### config.mk
export PLATFORM = sky130hd
export DESIGN_NAME = cse_exec
export DESIGN_NICKNAME = d
export VERILOG_FILES = /design/src/hw/cse_pkg.sv /design/src/hw/cse_cond.sv /design/src/hw/cse_exec.sv
export SDC_FILE = /design/constraint.sdc
export NUM_CORES = 1
export LEC_CHECK = 0
export BUFFER_PORTS_ARGS = -buffer_cell sky130_fd_sc_hd__clkbuf_2
export CAP_MARGIN = 20
export CORE_AREA = 2 2 173 175
export CTS_BUF_LIST = sky130_fd_sc_hd__clkbuf_2 sky130_fd_sc_hd__clkbuf_4 sky130_fd_sc_hd__clkbuf_8
export DETAILED_ROUTE_END_ITERATION = 8
export DIE_AREA = 0 0 175 177
export RECOVER_POWER = 25
export SLEW_MARGIN = 40
export SYNTH_ARGS = -nofsm -noshare
export SYNTH_HDL_FRONTEND = slang
export SYNTH_SLANG_ARGS = --single-unit
### constraint.sdc
create_clock -name core_clk -period 2.8 [get_ports core_clk]
set_input_delay 0.14 -clock core_clk [delete_from_list [all_inputs] [get_ports core_clk]]
set_output_delay 0.14 -clock core_clk [all_outputs]
set_load 0.01 [all_outputs]
### src/hw/cse_pkg.sv
package cse_pkg;
	localparam int CSE_ADDR_W = 24;
	localparam int CSE_REG_W = 16;
	localparam int CSE_DREG_W = 32;
	// Operation selected by the issuing stage.
	typedef enum logic [1:0] {
		CSE_OP_NONE,
		CSE_OP_SCOND,
		CSE_OP_SPR,
		CSE_OP_STOR
	} cse_op_t;
	// Condition field encodings.
	localparam logic [3:0] CSE_CC_EQ = 4'h0;
	localparam logic [3:0] CSE_CC_NE = 4'h1;
	localparam logic [3:0] CSE_CC_CS = 4'h2;
	localparam logic [3:0] CSE_CC_CC = 4'h3;
	localparam logic [3:0] CSE_CC_HI = 4'h4;
	localparam logic [3:0] CSE_CC_LS = 4'h5;
	localparam logic [3:0] CSE_CC_GT = 4'h6;
	localparam logic [3:0] CSE_CC_LE = 4'h7;
	localparam logic [3:0] CSE_CC_FS = 4'h8;
	localparam logic [3:0] CSE_CC_FC = 4'h9;
	localparam logic [3:0] CSE_CC_LO = 4'hA;
	localparam logic [3:0] CSE_CC_HS = 4'hB;
	localparam logic [3:0] CSE_CC_LT = 4'hC;
	localparam logic [3:0] CSE_CC_GE = 4'hD;
	// Processor register selectors; single and wide reads share codes.
	localparam logic [4:0] CSE_PR_STATUS = 5'h00;
	localparam logic [4:0] CSE_PR_CFG = 5'h01;
	localparam logic [4:0] CSE_PR_DSR = 5'h02;
	localparam logic [4:0] CSE_PR_INTB_L = 5'h04;
	localparam logic [4:0] CSE_PR_INTB_H = 5'h05;
	localparam logic [4:0] CSE_PR_ISTK_L = 5'h06;
	localparam logic [4:0] CSE_PR_ISTK_H = 5'h07;
	localparam logic [4:0] CSE_PR_USTK_L = 5'h08;
	localparam logic [4:0] CSE_PR_USTK_H = 5'h09;
	localparam logic [4:0] CSE_PR_DCW_L = 5'h0A;
	localparam logic [4:0] CSE_PR_DCW_H = 5'h0B;
	localparam logic [4:0] CSE_PR_CA0_L = 5'h0C;
	localparam logic [4:0] CSE_PR_CA0_H = 5'h0D;
	localparam logic [4:0] CSE_PR_CA1_L = 5'h0E;
	localparam logic [4:0] CSE_PR_CA1_H = 5'h0F;
	// Store widths.
	localparam logic [1:0] CSE_W_BYTE = 2'h0;
	localparam logic [1:0] CSE_W_WORD = 2'h1;
	localparam logic [1:0] CSE_W_DWORD = 2'h2;
	// Addressing modes.
	localparam logic [1:0] CSE_AM_ABS = 2'h0;
	localparam logic [1:0] CSE_AM_REL = 2'h1;
	localparam logic [1:0] CSE_AM_PAIR = 2'h2;
	localparam logic [15:0] CSE_ONE = 16'h0001;
	// Flag positions inside the status word.
	localparam int CSE_FLAG_CARRY = 0;
	localparam int CSE_FLAG_LOW = 2;
	localparam int CSE_FLAG_GENERAL = 5;
	localparam int CSE_FLAG_ZERO = 6;
	localparam int CSE_FLAG_NEGATIVE = 7;
endpackage : cse_pkg

### src/hw/cse_cond.sv
`timescale 1ns/1ps
module cse_cond (
	input wire logic [3:0] cond,
	input wire logic zero_flag,
	input wire logic carry_flag,
	input wire logic low_flag,
	input wire logic negative_flag,
	input wire logic general_flag,
	output logic cond_true,
	output logic cond_legal
);
	import cse_pkg::*;
	always_comb begin
		cond_true = 1'b0;
		cond_legal = 1'b1;
		unique case (cond)
			CSE_CC_EQ: cond_true = zero_flag;
			CSE_CC_NE: cond_true = !zero_flag;
			CSE_CC_CS: cond_true = carry_flag;
			CSE_CC_CC: cond_true = !carry_flag;
			CSE_CC_HI: cond_true = low_flag;
			CSE_CC_LS: cond_true = !low_flag;
			CSE_CC_GT: cond_true = negative_flag;
			CSE_CC_LE: cond_true = !negative_flag;
			CSE_CC_FS: cond_true = general_flag;
			CSE_CC_FC: cond_true = !general_flag;
			CSE_CC_LO: cond_true = !zero_flag && !low_flag;
			CSE_CC_HS: cond_true = zero_flag || low_flag;
			CSE_CC_LT: cond_true = !zero_flag && !negative_flag;
			CSE_CC_GE: cond_true = zero_flag || negative_flag;
			default: cond_legal = 1'b0;
		endcase
	end
endmodule : cse_cond

### src/hw/cse_exec.sv
// Local design decisions: strobed register access and the register addresses.
`timescale 1ns/1ps
// Function
// - Conditional set writes 1 when the condition holds, else 0.
// - Single-flag conditions test zero, carry, low and general flags.
// - Greater-than is negative flag 1; less-or-equal is negative flag 0.
// - Lower/less-than need both flags 0; the opposites need either flag 1.
// - Special read copies the named processor register to a register or pair.
// - Wide read of a 16-bit register zero-fills the upper half.
// - Single read takes the three words and every low/high half.
// - Wide read takes the three words and every full 32-bit register.
// - Immediate store writes a 4-bit value, zero-extended to store width.
// - Byte store writes only the low byte to the addressed byte.
// - Register-relative address is displacement plus base register.
// - Pair-relative base is upper register above lower, plus displacement.
// - Odd word store splits low byte here and high byte in next word.
// - Even double-word store puts low half first, high half at next word; odd one stores only the low half, split.
module cse_exec (
	input wire logic core_clk,
	input wire logic rstn,
	input wire logic issue,
	input wire cse_pkg::cse_op_t op,
	input wire logic [3:0] cond,
	input wire logic [4:0] preg_sel,
	input wire logic wide,
	input wire logic [1:0] st_width,
	input wire logic [1:0] addr_mode,
	input wire logic use_imm,
	input wire logic [3:0] imm4,
	input wire logic [23:0] disp,
	input wire logic [3:0] dest_idx,
	input wire logic [31:0] src_data,
	input wire logic [15:0] base_lo,
	input wire logic [15:0] base_hi,
	input wire logic [15:0] status_word,
	input wire logic [15:0] cfg_word,
	input wire logic [15:0] debug_status_word,
	input wire logic [31:0] interrupt_base,
	input wire logic [31:0] interrupt_stack_ptr,
	input wire logic [31:0] user_stack_ptr,
	input wire logic [31:0] debug_condition_word,
	input wire logic [31:0] compare_addr_zero,
	input wire logic [31:0] compare_addr_one,
	output logic busy,
	output logic rf_we,
	output logic rf_wide,
	output logic [3:0] rf_idx,
	output logic [31:0] rf_data,
	output logic flags_we,
	output logic trap,
	output logic illegal,
	output logic mem_we,
	output logic [23:0] mem_addr,
	output logic [15:0] mem_wdata,
	output logic [1:0] mem_be
);
	import cse_pkg::*;
	typedef enum logic [1:0] {
		CSE_IDLE,
		CSE_SECOND
	} cse_state_t;
	cse_state_t state, next_state;
	logic next_busy, next_rf_we, next_rf_wide, next_illegal, next_mem_we;
	logic [3:0] next_rf_idx;
	logic [31:0] next_rf_data;
	logic [23:0] next_mem_addr, pend_addr, next_pend_addr, eff_addr, base;
	logic [15:0] next_mem_wdata, pend_data, next_pend_data;
	logic [1:0] next_mem_be, pend_be, next_pend_be;
	logic [31:0] store_val;
	logic [31:0] preg_val;
	logic preg_ok;
	logic cond_true, cond_legal;
	cse_cond u_cond (
		.cond(cond),
		.zero_flag(status_word[CSE_FLAG_ZERO]),
		.carry_flag(status_word[CSE_FLAG_CARRY]),
		.low_flag(status_word[CSE_FLAG_LOW]),
		.negative_flag(status_word[CSE_FLAG_NEGATIVE]),
		.general_flag(status_word[CSE_FLAG_GENERAL]),
		.cond_true(cond_true),
		.cond_legal(cond_legal)
	);
	// Processor register mux; a wide read names full registers by their low code.
	always_comb begin
		preg_val = 32'h0000_0000;
		preg_ok = 1'b1;
		unique case (preg_sel)
			CSE_PR_STATUS: preg_val = {16'h0000, status_word};
			CSE_PR_CFG: preg_val = {16'h0000, cfg_word};
			CSE_PR_DSR: preg_val = {16'h0000, debug_status_word};
			CSE_PR_INTB_L: preg_val = wide ? interrupt_base : {16'h0000, interrupt_base[15:0]};
			CSE_PR_ISTK_L: preg_val = wide ? interrupt_stack_ptr
				: {16'h0000, interrupt_stack_ptr[15:0]};
			CSE_PR_USTK_L: preg_val = wide ? user_stack_ptr : {16'h0000, user_stack_ptr[15:0]};
			CSE_PR_DCW_L: preg_val = wide ? debug_condition_word
				: {16'h0000, debug_condition_word[15:0]};
			CSE_PR_CA0_L: preg_val = wide ? compare_addr_zero
				: {16'h0000, compare_addr_zero[15:0]};
			CSE_PR_CA1_L: preg_val = wide ? compare_addr_one : {16'h0000, compare_addr_one[15:0]};
			CSE_PR_INTB_H: begin
				preg_val = {16'h0000, interrupt_base[31:16]};
				preg_ok = !wide;
			end
			CSE_PR_ISTK_H: begin
				preg_val = {16'h0000, interrupt_stack_ptr[31:16]};
				preg_ok = !wide;
			end
			CSE_PR_USTK_H: begin
				preg_val = {16'h0000, user_stack_ptr[31:16]};
				preg_ok = !wide;
			end
			CSE_PR_DCW_H: begin
				preg_val = {16'h0000, debug_condition_word[31:16]};
				preg_ok = !wide;
			end
			CSE_PR_CA0_H: begin
				preg_val = {16'h0000, compare_addr_zero[31:16]};
				preg_ok = !wide;
			end
			CSE_PR_CA1_H: begin
				preg_val = {16'h0000, compare_addr_one[31:16]};
				preg_ok = !wide;
			end
			default: preg_ok = 1'b0;
		endcase
	end
	// Address and store data.
	always_comb begin
		unique case (addr_mode)
			CSE_AM_REL: base = {8'h00, base_lo};
			CSE_AM_PAIR: base = {base_hi[7:0], base_lo};
			default: base = 24'h00_0000;
		endcase
		eff_addr = base + disp;
		store_val = use_imm ? {28'h000_0000, imm4} : src_data;
	end
	always_comb begin
		next_state = state;
		next_busy = 1'b0;
		next_rf_we = 1'b0;
		next_rf_wide = 1'b0;
		next_rf_idx = rf_idx;
		next_rf_data = rf_data;
		next_illegal = 1'b0;
		next_mem_we = 1'b0;
		next_mem_addr = mem_addr;
		next_mem_wdata = mem_wdata;
		next_mem_be = 2'h0;
		next_pend_addr = pend_addr;
		next_pend_data = pend_data;
		next_pend_be = pend_be;
		unique case (state)
			CSE_IDLE: begin
				if (issue) begin
					unique case (op)
						CSE_OP_SCOND: begin
							next_rf_idx = dest_idx;
							next_rf_data = {16'h0000, cond_true ? CSE_ONE : 16'h0000};
							next_rf_we = cond_legal;
							next_illegal = !cond_legal;
						end
						CSE_OP_SPR: begin
							next_rf_idx = dest_idx;
							next_rf_data = preg_val;
							next_rf_wide = wide;
							next_rf_we = preg_ok;
							next_illegal = !preg_ok;
						end
						CSE_OP_STOR: begin
							next_mem_we = 1'b1;
							next_mem_addr = {eff_addr[23:1], 1'b0};
							if (st_width == CSE_W_BYTE) begin
								// Only one lane is enabled so the neighbour byte is untouched.
								next_mem_wdata = {store_val[7:0], store_val[7:0]};
								next_mem_be = eff_addr[0] ? 2'h2 : 2'h1;
							end else if (!eff_addr[0]) begin
								next_mem_wdata = store_val[15:0];
								next_mem_be = 2'h3;
								if (st_width == CSE_W_DWORD) begin
									next_pend_addr = eff_addr + 24'h00_0002;
									next_pend_data = store_val[31:16];
									next_pend_be = 2'h3;
									next_state = CSE_SECOND;
									next_busy = 1'b1;
								end
							end else begin
								// Misaligned: low byte in the upper lane, high byte next word.
								next_mem_wdata = {store_val[7:0], 8'h00};
								next_mem_be = 2'h2;
								next_pend_addr = eff_addr + 24'h00_0001;
								next_pend_data = {8'h00, store_val[15:8]};
								next_pend_be = 2'h1;
								next_state = CSE_SECOND;
								next_busy = 1'b1;
							end
						end
						default: ;
					endcase
				end
			end
			CSE_SECOND: begin
				next_mem_we = 1'b1;
				next_mem_addr = pend_addr;
				next_mem_wdata = pend_data;
				next_mem_be = pend_be;
				next_state = CSE_IDLE;
			end
		endcase
	end
	always_ff @(posedge core_clk or negedge rstn) begin
		if (!rstn) begin
			state <= CSE_IDLE;
			busy <= 1'b0;
			rf_we <= 1'b0;
			rf_wide <= 1'b0;
			rf_idx <= 4'h0;
			rf_data <= 32'h0000_0000;
			illegal <= 1'b0;
			mem_we <= 1'b0;
			mem_addr <= 24'h00_0000;
			mem_wdata <= 16'h0000;
			mem_be <= 2'h0;
			pend_addr <= 24'h00_0000;
			pend_data <= 16'h0000;
			pend_be <= 2'h0;
			flags_we <= 1'b0;
			trap <= 1'b0;
		end else begin
			state <= next_state;
			busy <= next_busy;
			rf_we <= next_rf_we;
			rf_wide <= next_rf_wide;
			rf_idx <= next_rf_idx;
			rf_data <= next_rf_data;
			illegal <= next_illegal;
			mem_we <= next_mem_we;
			mem_addr <= next_mem_addr;
			mem_wdata <= next_mem_wdata;
			mem_be <= next_mem_be;
			pend_addr <= next_pend_addr;
			pend_data <= next_pend_data;
			pend_be <= next_pend_be;
			flags_we <= 1'b0;
			trap <= 1'b0;
		end
	end
endmodule : cse_exec

==> reports/results.txt, run 1 <==
dpl cells: 1981
final WL: 43500 um
Mapped Avg Cell Area: 8.39 um2
max-cap viol count: 1
Remaining DRCs: 0
met3 GRT Util: 8.78%
via density per instance: 5.51
Seq/Total Area, Yosys: 33.5%
number of synthesized flops with an enable pin: 0
vias in the first global route: 10.9k
crit path cell chain: buf_8 > inv_8 > ha_4 > nor2_4 > and2_1 > ha_1 > a2111oi_4 > o21ai_2 > buf_4 > a31oi_4 > xor2_4 > nor4_4 > nand4_1 > buf_6 > nor4_4 > xor2_1 > o21ai_1
leading area contributor after synthesis: dfrtp_1
initial DRC count: 1135
Yosys reg bits: 124
most frequent cell after synthesis: nand2_1
placed cell area: 0.0129 mm2
Final Hold Fails: 0
R2R Setup Slk: 670 ps
Final Cell Area: 0.0142 mm2
ANT nets after route: 0
Final min period: 2960 ps
Area growth syn-to-layout: 53.6%
TritonRoute pass-1 iters: 6
nets@finish: 2050
WP data arrival: 3280 ps
met1 GRT Util: 38.7%
Post-synth top flop: dfrtp_1
Die ar.: 0.0310 mm2
Setup crit end kind: flop
Slew headroom: -16.7%
Std-Cell Rows: 63
clock tree root driver cell: clkbuf_8
initial antenna violation count: 5
max-slew violations: 64
All-Layer GR Usage: 26.9%
Synth cell types: 74
IO Port Bufs: 429
Initial Utilization: 31.7%
n_diodes: 0
TritonCTS clock tree: done
Synth Warn #: 0
Synth Instances: 1104
die height: 177 um
Clock transition at path regs: 110 ps
HP Class: input port to flop
Worst Max-Slew Pin Slew: 1750 ps
crit-path max FO: 8
total of fill cells in the finished design: 2881
CTS sink cnt: 124
IO Pins: 441
clk_lat worst skew: 450 ps
Final Skew: 23.9 ps
chip width: 175 um
Detailed Place HPWL: 33500 um
main area contributors after synthesis: dfrtp_1, a22oi_1, nand2_1, o21ai_0, ha_1
status: finished, violations left
post-route setup slack: -161 ps
RePlAce Congestion: 1.01
FMAX: 338 MHz
LEAKAGE: 0.00695 uW
VDD IR-drop max: 300 uV
grt met2 use: 38.8%
total CTS buffers: 17
unrepaired setup endpoints after global routing: true
# H-tree levels: 4
largest net degree at the start of global routing: 73
Startpoint Class: input port
via count: 11.4k
CP most frequent cell: nor4_4
P per Cell Area: 435 mW/mm2
Post-synth ARST share: 100%
failing checks: max-capacitance violations, max-slew violations, negative setup slack
post-synth top area share: 33.5%
CP Class: input port to flop
Worst Path Required: 3120 ps
Non-Filler Instances: 2066
CP peak stage delay: 330 ps
Core Box Area: 0.0292 mm2
grt peak-use layer: met2
Slowest-stage cell, CP: a2111oi_4
worst-case clock buffer depth: 2
DR WL/cell: 21.1 um
setup-violating endpoint count in the final report: 10
global-route wire length before repair: 64200 um
commonest cells in the netlist: nand2_1, dfrtp_1, a22oi_1
Tcrit/Tclk final: 106%
grt ovf: 0
share of layout cells above drive strength 1: 44.3%
area of the mapped netlist: 0.00926 mm2
## cell type report
cell class                      count  area (um2)  area share, %
Timing Repair Buffer              615        3750           26.3
Inverter                           25         104          0.730
Clock inverter                     14         146           1.03
Multi-Input combinational cell    880        6390           44.9
Sequential cell                   124        3100           21.8
Tap cell                          390         488           3.43
Clock buffer                       18         248           1.74
## state kept, by name (all words and copies together) (netlist names), 2 cells and up
register   flops
pend_be        2
pend_addr     23
pend_data     16
rf_idx         4
rf_data       32
mem_addr      23
mem_wdata     16
mem_be         2
## metrics by stage
step                      util, %  setup TNS [ps]  setup WS (ps)  total power (uW)  hold WS, ps
after floorplan                 -           -3990           -444              3270         -156
after global placement       44.0           -9630           -639              4290          187
after detailed placement     44.0          -12590           -753              4320          194
after CTS                    47.2            -317          -83.6              6120         4.85
after global routing         48.7           -2860           -296              6560         4.56
final                        48.7            -725           -161              6200         33.0
## critical path: cells and delay by family
kind	cells	cell delay [ps]
compound gates	4	810
simple gates	5	1090
fa+ha+maj	2	460
buf+inv	4	480
xor+xnor	2	300
## cells in the final DEF, fill, tap and decap left out, drive strengths merged, types with 6 or more instances in the layout
cell | netlist | final
a21o | 6 | 6
a21oi | 27 | 27
a221oi | 32 | 32
a222oi | 20 | 20
a22o | 13 | 13
a22oi | 108 | 108
a31oi | 10 | 10
and2 | 28 | 28
buf | 17 | 159
clkbuf | 60 | 447
dfrtp | 124 | 124
dlygate4sd3 | 0 | 27
ha | 30 | 30
inv | 25 | 35
mux2 | 11 | 11
mux2i | 29 | 29
nand2 | 165 | 165
nand2b | 9 | 9
nand3 | 48 | 48
nand4 | 16 | 16
nor2 | 63 | 63
nor3 | 22 | 22
nor4 | 8 | 8
o211ai | 8 | 8
o21ai | 89 | 89
o31ai | 25 | 25
xnor2 | 21 | 21
xor2 | 15 | 15
## metal layers
layer	wire length (um)	share of wire, %
met1	18900	43
met2	19000	44
met3	4790	11
met4	807	1.9
met5	67	0.15
## path summary, 6_finish.rpt
kind,start,endpoint,depth (start not counted)
worst max-delay path,addr_mode[0],pend_addr[20]$_DFFE_PN0P_,17
min in group asynchronous,rstn,pend_data[13]$_DFFE_PN0P_,2
max in group asynchronous,rstn,mem_be[1]$_DFF_PN0_,3
worst min register to register,pend_data[15]$_DFFE_PN0P_,pend_data[15]$_DFFE_PN0P_,2
worst max register to register,state[0]$_DFFE_PN0P_,pend_addr[23]$_DFFE_PN0P_,7
worst min-delay path,src_data[15],pend_data[7]$_DFFE_PN0P_,3
## logic make-up after synthesis
logic type / synth area share (%)
simple gates: 20.7
compound gates: 28.8
flops: 33.5
mux: 4.76
xor+xnor: 3.49
other cells: 0.0405
fa+ha+maj: 4.27
buf+inv: 4.46
## timing repair
item | 4_1_cts | 5_1_grt
setup buffers | 13 | 14
cloned | 0 | 0
hold endpoints to repair | 84 | 0
hold buffers | 27 | 0
pin swaps | 17 | 28
setup endpoints to repair | 11 | 18
resized for setup | 32 | 66
## where the power goes
group          internal [uW]  leakage (uW)  switching [uW]  total (uW)
clock                    763      0.000196             896        1660
sequential              2100       0.00161             211        2310
combinational           1070       0.00514            1160        2230
Note: power is estimated with default switching activity, not from simulation.
==> run 2: changes to the inputs <==
Settings changed: CORE_AREA 2 2 173 175 to 2 2 172 174, DIE_AREA 0 0 175 177 to 0 0 174 176, PLACE_DENSITY from default to 0.71.
Clock period 2.8 ns to 2.4 ns, I/O delays scaled along.
==> reports/results.txt, run 2 (synthesized netlist as in run 1, its figures left out) <==
largest reg by FF count: rf_data
max reg flops: 32 (unchanged)
status: finished, violations left
Initial Utilization: 32.4% (+0.77 points)
Std-Cell Rows: 62 (-1.6%)
crit-path max FO: 7 (-1)
Worst Path Required: 2720 ps (-400 ps)
TritonRoute pass-1 iters: 7 (+1)
Final min period: 3030 ps
Startpoint Class: input port
total CTS buffers: 17 (unchanged)
VDD IR-drop max: 300 uV (+0.12%)
FMAX: 330 MHz
global-route wire length before repair: 69000 um (+7.6%)
Final Hold Fails: 0 (unchanged)
ANT nets after route: 0 (unchanged)
setup-violating endpoint count in the final report: 25 (+15)
initial antenna violation count: 11 (+6)
commonest non-fill, non-tap cells in the layout: clkbuf_2, nand2_1, buf_4
final WL: 47500 um (+9.0%)
IO Port Bufs: 429 (unchanged)
die height: 176 um (-0.56%)
RePlAce Congestion: 0.986 (-2.6%)
unrepaired setup endpoints after global routing: true
share of layout cells above drive strength 1: 44.2% (about the same)
Die ar.: 0.0306 mm2 (-1.1%)
Slew headroom: -15.4% (+1.3 points)
grt ovf: 0 (unchanged)
R2R Setup Slk: 260 ps (-410 ps)
worst setup path end: pend_addr[23]$_DFFE_PN0P_
post-route setup slack: -630 ps (-469 ps)
# H-tree levels: 4 (unchanged)
Clock transition at path regs: 100 ps (about the same)
max-cap viol count: 1 (unchanged)
Setup crit end kind: flop
WP data arrival: 3350 ps (+70 ps)
largest net degree at the start of global routing: 73 (unchanged)
chip width: 174 um (-0.57%)
Critical Path Start: addr_mode[0]
via count: 11.7k (+2.8%)
top flop regs: rf_data x32, mem_addr x23, pend_addr x23
via density per instance: 5.63 (+2.2%)
worst-case reg-to-reg path depth: 6 (-1)
max-slew violations: 68 (+6.3%)
nets@finish: 2060 (+0.49%)
HP Class: input port to flop
clock tree root driver cell: clkbuf_8
CP Class: input port to flop
Area growth syn-to-layout: 56.0%
Final Power: 7280 uW (+17%)
Final Skew: 14.1 ps (-9.78 ps)
P per Cell Area: 504 mW/mm2 (+16%)
clk_lat worst skew: 450 ps (about the same)
most common cell after layout, fill and taps aside: clkbuf_2
Worst Max-Slew Pin Slew: 1730 ps (-19.1 ps)
failing checks: max-capacitance violations, max-slew violations, negative setup slack
CTS sink cnt: 124 (unchanged)
worst-case clock buffer depth: 2 (unchanged)
Remaining DRCs: 0 (unchanged)
dpl ws: -1170 ps (-419 ps)
Tcrit/Tclk final: 126%
vias in the first global route: 11.5k (+5.8%)
IO Pins: 441 (unchanged)
TritonCTS clock tree: done
DR WL/cell: 22.8 um (+8.4%)
Detailed Place HPWL: 36900 um (+10%)
All-Layer GR Usage: 29.7% (+2.8 points)
LEAKAGE: 0.00702 uW (+1.0%)
initial DRC count: 1264 (+11%)
worst r2r src: state[0]$_DFFE_PN0P_
Core Box Area: 0.0285 mm2 (-2.4%)
R2R Path End: pend_addr[23]$_DFFE_PN0P_
-- run 2: layer usage --
layer  routed length [um]  GRT usage [%]
met4                 1280           9.03
met1                19600           40.2
met2                21300           45.4
met3                 5250           9.41
met5                   57              0
-- run 2: cell type report --
class / count / area (um2)
antenna: 8 / 20.0
clock buffer: 18 / 248
clock inverter: 14 / 148
fill: 2745 / 14100
inverter: 25 / 104
multi-input combinational: 880 / 6430
sequential: 124 / 3100
tap: 384 / 480
timing repair buffer: 625 / 3910
-- run 2: worst min path at each step --
| stage | start | to | slack [ps] | depth (start not counted) |
|---|---|---|---|---|
| global route | src_data[12] | mem_wdata[12]$_DFFE_PN0P_ | 2 | 3 |
| finish | compare_addr_one[25] | rf_data[25]$_DFFE_PN0P_ | 30 | 3 |
| global placement | rstn | pend_addr[2]$_DFFE_PN0P_ | 170 | 1 |
| floorplan | rstn | busy$_DFF_PN0_ | -180 | 0 |
| CTS | src_data[15] | mem_wdata[15]$_DFFE_PN0P_ | 1 | 3 |
| detailed placement | rstn | pend_addr[2]$_DFFE_PN0P_ | 180 | 1 |
-- run 2: power by group --
part | internal, uW | switching, uW
Combinational | 1250 | 1400
Clock | 889 | 1040
Sequential | 2450 | 255
-- run 2: worst max-delay path, cell delays in order --
cell and delay [ps]:
clkbuf_16 140, ha_4 160, nor2_4 120, nor2_4 60, and2_4 140, ha_4 160, fa_2 400, buf_4 170
a21o_1 160, a21oi_2 170, xnor2_2 160, nand4_1 250, nor3_4 330, nand4_4 150, nor4_4 310, mux2i_1 120
a211o_1 230
-- run 2: repair_timing --
item                                   CTS  global route
hold buffers                            42             3
buffers inserted                         9             7
setup endpoints to repair               30            30
endpoints found under the hold margin   95             3
pin swaps                               28            28
gates resized for setup                 59            38
-- run 2: stage by stage --
step | util (%) | area (um2) | hold WS, ps | TNS, ps | cells
2_1_floorplan | - | 9550 | -176 | -12360 | 1106
3_3_place_gp | 45.6 | 13000 | 175 | -23330 | 1979
3_5_place_dp | 45.6 | 13000 | 183 | -27520 | 1979
4_1_cts | 49.7 | 14200 | 1.48 | -4640 | 2062
5_1_grt | 50.5 | 14400 | 2.31 | -16410 | 2071
6_report | 50.6 | 14400 | 25.0 | -7570 | 2078
==> run 3: changes to the inputs <==
Settings changed: ABC_AREA from default to 1, CORE_AREA 2 2 172 174 to 2 2 171 173, DIE_AREA 0 0 174 176 to 0 0 173 175, PLACE_DENSITY 0.71 to 0.75.
==> reports/results.txt, run 3 <==
Remaining DRCs: 0 (unchanged)
top flop regs: rf_data x32, mem_addr x23, pend_addr x23
most frequent cell after synthesis: nand2_1
Mapped Avg Cell Area: 6.51 um2 (-22%)
initial antenna violation count: 7 (-4)
Post-synth top flop: dfrtp_1
Synth Warn #: 0 (unchanged)
CP bufs+invs: 3 (+1)
Initial Utilization: 35.3% (+2.9 points)
Yosys reg bits: 124 (unchanged)
failing checks: max-capacitance violations, max-slew violations, negative setup slack
Slowest-stage cell, CP: fa_2
initial DRC count: 1266 (+0.16%)
IO Pins: 441 (unchanged)
P per Cell Area: 483 mW/mm2 (-4.2%)
clk_lat worst skew: 460 ps (about the same)
Synth cell types: 54 (-27%)
via count: 13.5k (+15%)
met3 GRT Util: 5.83% (-3.6 points)
VDD IR-drop max: 282 uV (-6.2%)
setup-violating endpoint count in the final report: 1 (-96%)
Setup crit end kind: flop
commonest cells in the netlist: nand2_1, inv_1, dfrtp_1
HP Class: input port to flop
status: finished, violations left
met1 GRT Util: 38.6% (-1.7 points)
worst-case clock buffer depth: 2 (unchanged)
grt met2 use: 57.8% (+12 points)
via density per instance: 5.34 (-5.2%)
Final Power: 7260 uW (-0.20%)
share of layout cells above drive strength 1: 36.0% (-8.3 points)
most common cell after layout, fill and taps aside: nand2_1
leading area contributor after synthesis: dfrtp_1
Slew headroom: -12.8% (+2.7 points)
max-cap viol count: 1 (unchanged)
Clock transition at path regs: 100 ps (about the same)
CP most frequent cell: nor2_4
crit path cell chain: buf_8 > inv_8 > ha_4 > o21bai_4 > buf_12 > nor2_4 > ha_4 > fa_2 > nand3_2 > nand3_4 > xor2_4 > nand2_2 > nor2_4 > nand3_4 > nor2_4 > nand4_1 > nand3_1 > o21ai_0
largest net degree at the start of global routing: 62 (-15%)
Startpoint Class: input port
Top Family by Delay on Critical Path: simple AND/OR/NAND/NOR gates
Tcrit/Tclk final: 102% (-25 points)
RePlAce Congestion: 1.02 (+3.8%)
Detailed Place HPWL: 41600 um (+13%)
global-route wire length before repair: 76300 um (+11%)
Final Skew: 16.4 ps (+2.25 ps)
FMAX: 410 MHz (+24%)
unrepaired setup endpoints after global routing: true
Area growth syn-to-layout: 50.0%
Post-synth ARST share: 100% (unchanged)
number of synthesized flops with an enable pin: 0 (unchanged)
nets@finish: 2515 (+22%)
area of the mapped netlist: 0.0100 mm2 (+8.2%)
die height: 175 um (-0.57%)
Worst Max-Slew Pin Slew: 1690 ps (-40.0 ps)
Std-Cell Rows: 62 (unchanged)
commonest non-fill, non-tap cells in the layout: nand2_1, clkbuf_2, inv_1
# H-tree levels: 4 (unchanged)
chip width: 173 um (-0.57%)
CP Class: input port to flop
TritonRoute pass-1 iters: 7 (unchanged)
crit-path max FO: 8 (+1)
CTS sink cnt: 124 (unchanged)
Synth Instances: 1540 (+39%)
final WL: 51900 um (+9.3%)
post-route setup slack: -41.8 ps (+589 ps)
main area contributors after synthesis: dfrtp_1, nand2_1, inv_1, nand3_1, o21ai_0
ANT nets after route: 0 (unchanged)
Worst Path Required: 2720 ps (about the same)
grt ovf: 0 (unchanged)
largest reg by FF count: rf_data
total CTS buffers: 17 (unchanged)
WP data arrival: 2760 ps (-590 ps)
vias in the first global route: 13.1k (+14%)
Die ar.: 0.0303 mm2 (-1.1%)
LEAKAGE: 0.00816 uW (+16%)
Final min period: 2440 ps (-589 ps)
CP peak stage delay: 420 ps (+20 ps)
Core Box Area: 0.0284 mm2 (-0.54%)
DR WL/cell: 20.5 um (-10%)
Final Hold Fails: 0 (unchanged)
grt peak-use layer: met2
TritonCTS clock tree: done
Seq/Total Area, Yosys: 31.0% (-2.6 points)
All-Layer GR Usage: 33.0% (+3.3 points)
dpl ws: -689 ps (+483 ps)
max reg flops: 32 (unchanged)
post-synth top area share: 31.0% (-2.6 points)
clock tree root driver cell: clkbuf_8
max-slew violations: 62 (-8.8%)
IO Port Bufs: 429 (unchanged)
## run 3: changes by cell type in the layout (fill, tap and decap cells not counted), moves of 18 or more
cell,delta
o21ai_0,+18
and2_1,-25
nand2_2,+41
nor2_1,+19
nand2_1,+332
mux2i_1,-27
o31ai_1,-24
nand3_1,+32
o22ai_1,+27
a222oi_1,-20
inv_1,+186
a22oi_1,-101
nand4_1,+27
## run 3: report_power, final
| part | switching (uW) | internal [uW] | leakage, uW |
|---|---|---|---|
| clock network | 1090 | 771 | 0.000186 |
| logic | 1550 | 1190 | 0.00638 |
| registers | 214 | 2440 | 0.00160 |
| total | 2860 | 4400 | 0.00816 |
## run 3: layout make-up
cell class	instances	area [um2]
antenna	7	17.5
clock buffer	17	234
clock inverter	15	148
fill	2831	13400
inverter	225	856
multi-input combinational	1135	6380
sequential	124	3100
tap	384	480
timing repair buffer	625	3820
## run 3: path summary, 6_finish.rpt
path	start	end	slack, ps	cells past startpoint
max	addr_mode[0]	pend_addr[16]$_DFFE_PN0P_	-40	18
min	src_data[15]	pend_data[7]$_DFFE_PN0P_	30	3
max reg2reg	state[0]$_DFFE_PN0P_	pend_data[2]$_DFFE_PN0P_	220	8
min reg2reg	pend_be[0]$_DFFE_PN0P_	pend_be[0]$_DFFE_PN0P_	480	2
max in group asynchronous	rstn	illegal$_DFF_PN0_	290	3
min in group asynchronous	rstn	rf_data[30]$_DFFE_PN0P_	620	2
## run 3: timing repair
action,4_1_cts,5_1_grt
setup endpoints to repair,19,27
setup buffers,10,9
hold endpoints to repair,88,0
gates resized for setup,50,76
pin swaps,24,50
gates cloned,1,0
hold buffers,41,0
## run 3: logic make-up after synthesis
logic type	synth area share [%]
simple gates	34.6
buf+inv	10.9
other cells	0.0374
flops	31.0
xor+xnor	1.29
fa+ha+maj	3.94
compound gates	18.2
## run 3: per-stage QoR
stage / setup TNS (ps) / cells / hold slack, ps / util (%) / cell area, um2
after floorplan: -3830 / 1542 / -176 / - / 10200
after global placement: -15650 / 2432 / 155 / 47.8 / 13600
after detailed placement: -17430 / 2432 / 164 / 47.8 / 13600
after CTS: 0 / 2516 / 1.48 / 51.7 / 14700
after global routing: -1450 / 2530 / 5.02 / 53.0 / 15000
final: -41.8 / 2532 / 25.5 / 53.0 / 15000
## run 3: worst register-to-register path: stages (launching register included)
cell           delay [ps]
dfrtp_1               380
buf_4                 250
nor2_1                190
nand2_1               100
inv_1                 100
buf_4                 220
nor2_1                100
a31oi_1               190
dlygate4sd3_1         580
## run 3: per-layer routing
metal,part of all wire (%),wire [um],up-vias
li1,-,-,6276
met1,38,19700,6342
met2,49,25600,744
met3,7.2,3740,156
met4,5.5,2830,0
met5,0,0,-
